$ cat config.mk
export PLATFORM = sky130hd
export DESIGN_NAME = phe_regs
export DESIGN_NICKNAME = d
export VERILOG_FILES = /design/src/rtl/phe_pkg.sv /design/src/rtl/phe_regs.sv
export SDC_FILE = /design/constraint.sdc
export NUM_CORES = 1
export LEC_CHECK = 0
export ABC_AREA = 1
export BUFFER_PORTS_ARGS = -buffer_cell sky130_fd_sc_hd__buf_2
export CAP_MARGIN = 20
export CELL_PAD_IN_SITES_DETAIL_PLACEMENT = 1
export CELL_PAD_IN_SITES_GLOBAL_PLACEMENT = 2
export CORE_MARGIN = 2
export CORE_UTILIZATION = 26
export DETAILED_ROUTE_END_ITERATION = 8
export PLACE_DENSITY_LB_ADDON = 0.1
export SLEW_MARGIN = 20
export SYNTH_ARGS = -nofsm -noshare
export SYNTH_HDL_FRONTEND = slang
export SYNTH_SLANG_ARGS = --single-unit
$ cat constraint.sdc
create_clock -name core_clk -period 7.4 [get_ports core_clk]
set_input_delay 0.37 -clock core_clk [delete_from_list [all_inputs] [get_ports core_clk]]
set_output_delay 0.37 -clock core_clk [all_outputs]
set_load 0.1 [all_outputs]
$ cat src/rtl/phe_pkg.sv
// constants and register map for the power-performance hint and enable register bank
//
// Operation
// advertise bias hint flag; implement register 1B0H
// bias hint holds values 0 to 15
// bias hint resets to 0, performance first
// one bias hint per logical processor
// conflicting hints resolve toward performance
// leaf 6 EAX bit 7 flags baseline feature
// EAX bit 8 flags interrupt control register
// EAX bits 9, 10 flag window, preference
// EAX bit 11 flags package request register
// thermal status bits 15:12 give excursion reasons
// enable bit on ignores legacy performance control
// enable bit settable once, later writes ignored
// only hardware reset clears enable bit
// enable register reads 0 at power-on
// software writes zero to enable bits 63:1
// feature registers accessible only once enabled
// interrupt control accessible whenever feature present
// enable register shared by whole package
// software checks feature query before enabling
// bias hint bits 63:4 read zero
package phe_pkg;
  localparam logic [11:0] ADDR_THERMAL_STATE = 12'h19C;
  localparam logic [11:0] ADDR_BIAS_HINT = 12'h1B0;
  localparam logic [11:0] ADDR_PRODUCTIVE_COUNT = 12'h64E;
  localparam logic [11:0] ADDR_MASTER_ENABLE = 12'h770;
  localparam logic [11:0] ADDR_PERF_CAPABILITY = 12'h771;
  localparam logic [11:0] ADDR_PKG_REQUEST = 12'h772;
  localparam logic [11:0] ADDR_NOTIFY_CONTROL = 12'h773;
  localparam logic [11:0] ADDR_CORE_REQUEST = 12'h774;
  localparam logic [11:0] ADDR_CHANGE_FLAGS = 12'h777;
  localparam int BIAS_HINT_WIDTH = 4;
  localparam logic [3:0] BIAS_HINT_RESET = 4'h0;
  localparam logic [63:0] ENABLE_RESET = 64'h0;
  localparam logic [63:0] REQUEST_RESET = 64'h0;
  localparam int ENABLE_BIT = 0;
  localparam int LEAF6_ECX_BIAS_BIT = 3;
  localparam int LEAF6_EAX_BASE_BIT = 7;
  localparam int LEAF6_EAX_NOTIFY_BIT = 8;
  localparam int LEAF6_EAX_WINDOW_BIT = 9;
  localparam int LEAF6_EAX_PREF_BIT = 10;
  localparam int LEAF6_EAX_PKG_BIT = 11;
  localparam int THERM_REASON_LO = 12;
  localparam int THERM_REASON_HI = 15;
endpackage

$ cat src/rtl/phe_regs.sv
// register bank for bias hints, package enable and related feature registers
`timescale 1ns/1ps
module phe_regs
  import phe_pkg::*;
#(
  parameter int NUM_LP = 2,
  parameter int LP_BITS = 1
) (
  input wire logic core_clk, // core clock, 50 MHz
  input wire logic rst, // asynchronous reset, active high
  input wire logic featBias, // bias hint feature fitted
  input wire logic featBase, // baseline hw-controlled feature fitted
  input wire logic featNotify, // interrupt control register fitted
  input wire logic featWindow, // activity window programmable
  input wire logic featPref, // preference hint programmable
  input wire logic featPkg, // package request register fitted
  input wire logic regRead, // register read strobe
  input wire logic regWrite, // register write strobe
  input wire logic [11:0] regAddr, // register address
  input wire logic [LP_BITS-1:0] regLp, // issuing logical processor
  input wire logic [63:0] regWdata, // write data
  input wire logic [63:0] capabilityIn, // live capability value
  input wire logic [63:0] changeFlagsIn, // live status value
  input wire logic [63:0] thermalIn, // live thermal status value
  input wire logic [63:0] productiveIn, // live productive count
  output logic [63:0] regRdata, // read data
  output logic regAck, // access completed, one cycle
  output logic regFault, // access refused, one cycle
  output logic [31:0] leaf6Eax, // feature query EAX
  output logic [31:0] leaf6Ecx, // feature query ECX
  output logic hwEnabled, // hw-controlled states active
  output logic legacyIgnore, // legacy control disregarded
  output logic [3:0] resolvedHint // package-resolved bias hint
);
  // per logical processor storage
  logic [3:0] biasHint [NUM_LP];
  logic [3:0] next_biasHint [NUM_LP];
  logic [63:0] coreRequest [NUM_LP];
  logic [63:0] next_coreRequest [NUM_LP];

  // package-wide storage
  logic enableBit;
  logic next_enableBit;
  logic [63:0] pkgRequest;
  logic [63:0] next_pkgRequest;
  logic [63:0] notifyCtl;
  logic [63:0] next_notifyCtl;

  // next values of the registered outputs
  logic [63:0] next_regRdata;
  logic next_regAck;
  logic next_regFault;
  logic [31:0] next_leaf6Eax;
  logic [31:0] next_leaf6Ecx;
  logic [3:0] next_resolvedHint;

  // shared write decode and access gates
  logic hitBias;
  logic hitEnable;
  logic hitCore;
  logic hitPkg;
  logic hitNotify;
  logic biasOpen;
  logic baseOpen;
  logic gatedOpen;
  logic pkgOpen;
  logic notifyOpen;
  logic [63:0] reqMask;

  // write decode; a gate mirrors the query bit so software never reaches a register it cannot see
  always_comb begin
    // write strobes only; a read changes no state
    hitBias = regWrite && (regAddr == ADDR_BIAS_HINT);
    hitEnable = regWrite && (regAddr == ADDR_MASTER_ENABLE);
    hitCore = regWrite && (regAddr == ADDR_CORE_REQUEST);
    hitPkg = regWrite && (regAddr == ADDR_PKG_REQUEST);
    hitNotify = regWrite && (regAddr == ADDR_NOTIFY_CONTROL);
    biasOpen = featBias;
    baseOpen = featBase;
    gatedOpen = featBase && enableBit;
    pkgOpen = featBase && featPkg && enableBit; // see R9
    notifyOpen = featBase && featNotify; // see R7
  end

  // an unsupported preference field reads zero and ignores writes; bits 41:32 pass even without featWindow
  always_comb begin
    reqMask = 64'h0000_07FF_00FF_FFFF;
    if (featPref) begin
      reqMask[31:24] = 8'hFF;
    end
    if (featWindow) begin
      reqMask[41:32] = 10'h3FF;
    end
  end

  // bias hint next state: only the issuing core's hint moves
  always_comb begin
    next_biasHint = biasHint;
    if (hitBias && biasOpen) begin
      next_biasHint[regLp] = regWdata[BIAS_HINT_WIDTH-1:0]; // see R2 see R4
    end
  end

  // per core request; bit 42 routes the core to the package request
  always_comb begin
    next_coreRequest = coreRequest;
    if (hitCore && gatedOpen) begin
      next_coreRequest[regLp] = regWdata & reqMask;
    end
  end

  // enable bit is set-only: a zero write or a second write changes nothing
  always_comb begin
    next_enableBit = enableBit;
    if (hitEnable && baseOpen) begin
      next_enableBit = enableBit | regWdata[ENABLE_BIT]; // see R12 see R13
    end
  end

  // package request has no routing bit; notify control keeps its two enables
  always_comb begin
    next_pkgRequest = pkgRequest;
    next_notifyCtl = notifyCtl;
    if (hitPkg && pkgOpen) begin
      next_pkgRequest = regWdata & reqMask & 64'h0000_03FF_FFFF_FFFF;
    end
    if (hitNotify && notifyOpen) begin
      next_notifyCtl = {62'h0, regWdata[1:0]};
    end
  end

  // bus response: every strobe is answered next cycle, a refused one with a fault
  always_comb begin
    next_regRdata = 64'h0;
    next_regAck = 1'b0;
    next_regFault = 1'b0;
    if (regRead || regWrite) begin
      next_regAck = 1'b1;
      unique case (regAddr)
        ADDR_BIAS_HINT: begin
          if (!biasOpen) begin
            next_regFault = 1'b1;
          end else if (regRead) begin
            next_regRdata = {60'h0, biasHint[regLp]};
          end
        end
        ADDR_MASTER_ENABLE: begin
          if (!baseOpen) begin
            next_regFault = 1'b1;
          end else if (regRead) begin
            next_regRdata = {63'h0, enableBit};
          end
        end
        ADDR_PERF_CAPABILITY, ADDR_CHANGE_FLAGS: begin
          if (!gatedOpen || regWrite) begin
            next_regFault = 1'b1;
          end else begin
            next_regRdata = (regAddr == ADDR_CHANGE_FLAGS) ? changeFlagsIn : {32'h0, capabilityIn[31:0]};
          end
        end
        ADDR_CORE_REQUEST: begin
          if (!gatedOpen) begin
            next_regFault = 1'b1;
          end else if (regRead) begin
            next_regRdata = coreRequest[regLp];
          end
        end
        ADDR_PKG_REQUEST: begin
          if (!pkgOpen) begin
            next_regFault = 1'b1; // see R9
          end else if (regRead) begin
            next_regRdata = pkgRequest;
          end
        end
        ADDR_NOTIFY_CONTROL: begin
          // reachable before enabling, only the feature flags matter
          if (!notifyOpen) begin
            next_regFault = 1'b1; // see R7
          end else if (regRead) begin
            next_regRdata = notifyCtl;
          end
        end
        ADDR_THERMAL_STATE: begin
          if (regWrite) begin
            next_regFault = 1'b1;
          end else begin
            next_regRdata = {48'h0, thermalIn[THERM_REASON_HI:THERM_REASON_LO], 12'h0};
          end
        end
        ADDR_PRODUCTIVE_COUNT: begin
          if (regWrite) begin
            next_regFault = 1'b1;
          end else begin
            next_regRdata = productiveIn; // exempt from the enable gate
          end
        end
        default: begin
          next_regFault = 1'b1; // unmapped address
        end
      endcase
    end
  end

  // feature query words; the dependent bits need the baseline feature as well
  always_comb begin
    next_leaf6Eax = 32'h0;
    next_leaf6Ecx = 32'h0;
    next_leaf6Ecx[LEAF6_ECX_BIAS_BIT] = featBias;
    next_leaf6Eax[LEAF6_EAX_BASE_BIT] = featBase;
    next_leaf6Eax[LEAF6_EAX_NOTIFY_BIT] = featBase & featNotify;
    next_leaf6Eax[LEAF6_EAX_WINDOW_BIT] = featBase & featWindow;
    next_leaf6Eax[LEAF6_EAX_PREF_BIT] = featBase & featPref;
    next_leaf6Eax[LEAF6_EAX_PKG_BIT] = featBase & featPkg;
  end

  // lowest value wins since 0 means most performance
  always_comb begin
    next_resolvedHint = 4'hF;
    for (int i = 0; i < NUM_LP; i++) begin
      if (biasHint[i] < next_resolvedHint) begin
        next_resolvedHint = biasHint[i];
      end
    end
  end

  // per core registers, one copy for each logical processor
  for (genvar g = 0; g < NUM_LP; g++) begin : gen_lp
    // each copy resets to the performance end of the scale
    always_ff @(posedge core_clk or posedge rst) begin
      if (rst) begin
        biasHint[g] <= BIAS_HINT_RESET;
        coreRequest[g] <= REQUEST_RESET;
      end else begin
        biasHint[g] <= next_biasHint[g];
        coreRequest[g] <= next_coreRequest[g];
      end
    end
  end

  // enable bit clears on the reset pin alone; no write path leads to zero
  always_ff @(posedge core_clk or posedge rst) begin
    if (rst) begin
      enableBit <= ENABLE_RESET[ENABLE_BIT]; // see R13
      hwEnabled <= ENABLE_RESET[ENABLE_BIT];
      legacyIgnore <= ENABLE_RESET[ENABLE_BIT];
    end else begin
      enableBit <= next_enableBit;
      hwEnabled <= next_enableBit;
      legacyIgnore <= next_enableBit;
    end
  end

  // package-wide request and notify control
  always_ff @(posedge core_clk or posedge rst) begin
    if (rst) begin
      pkgRequest <= REQUEST_RESET;
      notifyCtl <= REQUEST_RESET;
    end else begin
      pkgRequest <= next_pkgRequest;
      notifyCtl <= next_notifyCtl;
    end
  end

  // bus response, held for one cycle only
  always_ff @(posedge core_clk or posedge rst) begin
    if (rst) begin
      regRdata <= 64'h0;
      regAck <= 1'b0;
      regFault <= 1'b0;
    end else begin
      regRdata <= next_regRdata;
      regAck <= next_regAck;
      regFault <= next_regFault;
    end
  end

  // query words follow the straps one cycle late
  always_ff @(posedge core_clk or posedge rst) begin
    if (rst) begin
      leaf6Eax <= 32'h0;
      leaf6Ecx <= 32'h0;
    end else begin
      leaf6Eax <= next_leaf6Eax;
      leaf6Ecx <= next_leaf6Ecx;
    end
  end

  // resolved hint trails the stored hint by one cycle, so a hint write by two
  always_ff @(posedge core_clk or posedge rst) begin
    if (rst) begin
      resolvedHint <= BIAS_HINT_RESET;
    end else begin
      resolvedHint <= next_resolvedHint;
    end
  end
endmodule

# After elaboration in Yosys (flattened, before gate mapping)
# Index checks and enable logic that the tools add are counted.
# totals
reg_bits,257
input_bits,343
elab_cells,94
# op_classes
n_lt_le_gt_ge,4
n_eq_ne,9
mux,41
bitwise,7
n_reduce_logical,20
# op_table
op,n
two-way mux 64 bit,10
case mux 64 bit (8 select lines),1
bitwise mux 128 bit,1
"== test 12 x 11 -> 1 bit, second input constant",7
two-way mux 42 bit,2
AND 64 x 43 -> 64 bit,1
demux 64 bit (select 1 bit),1
two-way mux 4 bit,8
"== test 12 x 9 -> 1 bit, second input constant",2
two-way mux 16 bit,1
logical AND 1 bit,15
two-way mux 1 bit,11
bitwise mux 8 bit,1
two-way mux 8 bit,1
case mux 1 bit (7 select lines),1
AND 1 bit,4
demux 4 bit (select 1 bit),1
less-than comparator 4 bit,1
"less-than comparator 4 bit, second input constant",1
two-way mux 2 bit,2
OR reduction 2 bit,2
">= comparator 2 bit, second input constant",1
logical OR 1 bit,2
"less-than comparator 2 x 1 -> 1 bit, second input constant",1
other kinds (3),3

# Longest topological paths before layout
# logic_depth
ltp_word,8
ltp_mapped,14
depth_no_buf,13

# Worst setup path before layout
# Ideal clock, no wire load.
# synth_timing
kind,register -> register
start,register enableBit
end,register regRdata[10]
setup_time_ns,0.062
t_arrival_ns,2.151
required_time_ns,7.338
path_slack_ns,5.186
stages_incl_launch_ff,10
synth_period_minus_slack_ns,2.214
cell_sequence,dfrtp_1 nand2_1 nor2_2 clkbuf_1 nand3_1 nand2_1 inv_1 nand3_1 nand2_1 inv_1
# synth_via
elab_chain_len,6
# synth_lines
item,line_no,rtl
"start, declared",phe_regs.sv:42,logic enableBit;
"start signal, assigned",phe_regs.sv:243,enableBit <= ENABLE_RESET[ENABLE_BIT];
"start signal, assigned",phe_regs.sv:247,enableBit <= next_enableBit;
logical AND 1 bit,phe_regs.sv:80,gatedOpen = featBase && enableBit;
logical NOT 1 bit,--,
logical OR 1 bit,phe_regs.sv:155,if (!gatedOpen || regWrite) begin
two-way mux 64 bit,phe_regs.sv:155,
case mux 64 bit (8 select lines) *,phe_regs.sv:139,unique case (regAddr)
two-way mux 64 bit *,phe_regs.sv:137,if (regRead || regWrite) begin
net next_regRdata[10],phe_regs.sv:50,logic [63:0] next_regRdata;
"end signal, assigned",phe_regs.sv:271,regRdata <= next_regRdata;
"end, declared",phe_regs.sv:26,"output logic [63:0] regRdata,"
# Mark *: on every way through the listed nets, which the timed path passes. The rest lies on a longest branch.
# A chain may end at the register's enable or synchronous reset.

# Worst setup path after layout
# layout_timing
start,register enableBit
end,register regRdata[31]
# The elaborated chain is that of the path after synthesis.

==> results.json <==
{
  "leakagePower_nw": 7.942,
  "layout-area-overhead-vs-synth_pct": 23.43,
  "crit_path_end_kind": "flop",
  "synth_edf_count": 0,
  "root_buffer": "clkbuf_16",
  "cp-start-kind": "flop",
  "htree_levels": 1,
  "status": "finished clean",
  "relSlewSlack_pct": 32.72,
  "final_cells": 2426,
  "finalNetCount": 2162,
  "num_vias": 10340,
  "synth.most_common_cell": "nand2_1",
  "grt_max_degree": 144,
  "syn_area_per_cell_sq_um": 7.359,
  "tns_ns": 0,
  "drc_errors": 0,
  "gr-usage-all-layers_pct": 17.32,
  "clock_path_buffers": 3,
  "initial_utilization_pct": 26.31,
  "yosys.area.top_type": "dfrtp_1",
  "synth_top_area_share_pct": 47.48,
  "grt-ovfl-total": 0,
  "ys_top_cells_by_count": "nand2_1, dfrtp_1, inv_1",
  "place_congestion": 0.8182,
  "drive_gt1_share_pct": 20.95,
  "cts_tree": "yes",
  "routedWlPerCell_microns": 16.10,
  "rsz0062_at_grt": "no",
  "chipWidth_microns": 212.8,
  "worstHoldPathType": "in -> reg",
  "dr.pass1.iters": 4,
  "maxSlewViolCount": 0,
  "antenna_found_initial": 7,
  "synthesis.area_sq_um": 11330,
  "period_needed_ns": 2.783,
  "clkLatencyLatePin_ns": 0.56,
  "drt-total-wl_microns": 39060,
  "timing.fmax_ghz": 0.3593,
  "drv_cap": 0,
  "ant_nets": 0,
  "synth_top_flop_cell": "dfrtp_1",
  "numClockSinks": 215,
  "async_flop_share_pct": 100.0,
  "ys_seq_elements": 215,
  "fin_crit_sh_pct": 37.61,
  "io_pins": 479,
  "post_synth_num_cell_types": 31,
  "ys_warn_count": 0,
  "crit_arrival_ns": 3.28,
  "drt-initial-drc-count": 441,
  "io_buffer_count": 307,
  "die_area_sq_um": 45270,
  "ctsResizeCount": 0,
  "fillCellCount": 5410,
  "peakVddDrop_uv": 139.9,
  "clk_pin_slew_worst_paths_ns": 0.06,
  "rows": 76,
  "finalSetupViolCount": 0,
  "core_sq_um": 43080,
  "ys_seq_area_share_pct": 47.48,
  "crit_type": "reg -> reg",
  "hold_violations": 0,
  "clock_skew_ns": 0.01201,
  "postCtsSetupRepairBufs": 0,
  "path_max_fanout": 30,
  "synth.area.top_cells": "dfrtp_1, nand2_1, inv_1",
  "tightestPinTransition_ns": 1.006,
  "hpwl_microns": 26480,
  "cp.required_ns": 7.89,
  "die_h_microns": 212.8,
  "netlist_instances": 1540,
  "cts_buffers": 29,
  "routed_via_density": 4.261,
  "grt_pass1_vias": 10930,
  "dp.cells": 2365,
  "grt_pass1_wl_microns": 61100,
  "power.density_nw_per_um2": 200.9,
  "postCtsHoldBufs": 3
}
-- registers in the layout, indices dropped and copies added (netlist names) --
signal / cells
biasHint: 8
coreRequest: 86
enableBit: 1
leaf6Eax: 5
leaf6Ecx: 1
notifyCtl: 2
pkgRequest: 42
regAck: 1
regFault: 1
regRdata: 64
resolvedHint: 4
-- layout by cell type, fill, tap and decap left out --
cell type,instances
nand2_1,571
buf_2,307
dfrtp_1,215
inv_1,173
nor2_1,116
nand3_1,111
o21ai_0,74
a21oi_1,68
conb_1,58
o21ai_1,34
clkbuf_16,29
clkbuf_1,11
nand4_1,9
buf_4,7
clkbuf_8,6
inv_2,5
nor2_4,5
clkinv_2,5
diode_2,3
nand2_2,3
nor2_2,3
nor3_1,3
ha_1,3
dlygate4sd3_1,3
nand3_4,2
nand4_4,2
nor3_4,2
clkinvlp_4,2
buf_12,2
nand3_2,1
a21oi_4,1
o21a_1,1
o211ai_1,1
nand3b_1,1
inv_8,1
o41ai_1,1
inv_6,1
buf_16,1
-- layer usage --
metal / share of wire, % / vias to the layer above / GRT usage, %
li1: - / 5177 / -
met1: 46 / 4894 / 23.01
met3: 4.9 / 49 / 3.074
met4: 2.0 / 6 / 3.641
met2: 47 / 210 / 29.46
met5: 0.069 / - / 0
-- cell type report --
class	count	area, sq um	share of cell area [%]
timing repair buffer	320	1687	12.06
sequential	215	5380	38.46
inverter	180	684.4	4.893
multi-input combinational	1070	4603	32.91
clock inverter	7	43.79	0.3131
antenna	3	7.507	0.05367
tap	585	732.0	5.233
clock buffer	46	849.6	6.074
-- kinds of logic after synthesis --
kind of cell / count (synthesis) / share of synthesized area (%)
adder cells (fa/ha/maj): 3 / 0.3313
AO/OA/AOI/OAI: 180 / 8.126
buffers and inverters: 312 / 13.99
flip-flops: 215 / 47.48
other: 1 / 0.03309
AND/OR/NAND/NOR: 829 / 30.04
-- path summary, 6_finish.rpt --
| check | startpoint | to | slack [ns] | cells past startpoint |
|---|---|---|---|---|
| max | enableBit$_DFFE_PP0P_ | regRdata[31]$_DFF_PP0_ | 4.62 | 8 |
| min | featBase | leaf6Eax[7]$_DFF_PP0_ | 0.04 | 1 |
| max reg2reg | enableBit$_DFFE_PP0P_ | regRdata[31]$_DFF_PP0_ | 4.62 | 8 |
| min reg2reg | pkgRequest[37]$_DFFE_PP0P_ | pkgRequest[37]$_DFFE_PP0P_ | 0.47 | 2 |
| max in group asynchronous | rst | regRdata[2]$_DFF_PP0_ | 5.73 | 4 |
| min in group asynchronous | rst | pkgRequest[26]$_DFFE_PP0P_ | 0.44 | 3 |
-- per-stage QoR --
step | setup WS (ns) | instance area (sq um) | power, mW | utilization [%] | hold WS, ns
after floorplan | 1.151 | 11550 | 1.431 | - | 0.4014
after global placement | 4.130 | 13010 | 1.507 | 30.20 | 0.4560
after detailed placement | 4.144 | 13010 | 1.508 | 30.20 | 0.4615
after CTS | 4.431 | 13930 | 2.869 | 32.34 | 0.01883
after global routing | 4.201 | 13980 | 2.924 | 32.46 | 0.02995
final | 4.617 | 13990 | 2.810 | 32.47 | 0.03962
-- worst max-delay path: stages, from the launching register on --
cell and delay [ns]:
dfrtp_1 0.41, inv_1 0.08, nor2_1 0.39, nand3_1 0.62, inv_2 0.79, nand2_1 0.17, nand3_1 0.13, nand2_1 0.05
inv_1 0.06
-- where the power goes --
| group | leakage [nW] | internal (mW) | switching [mW] |
|---|---|---|---|
| sequential | 2.98 | 1.18 | 0.000911 |
| combinational | 4.52 | 0.0580 | 0.245 |
| clock | 0.434 | 0.781 | 0.545 |
Power figures use the tool's default switching activity.
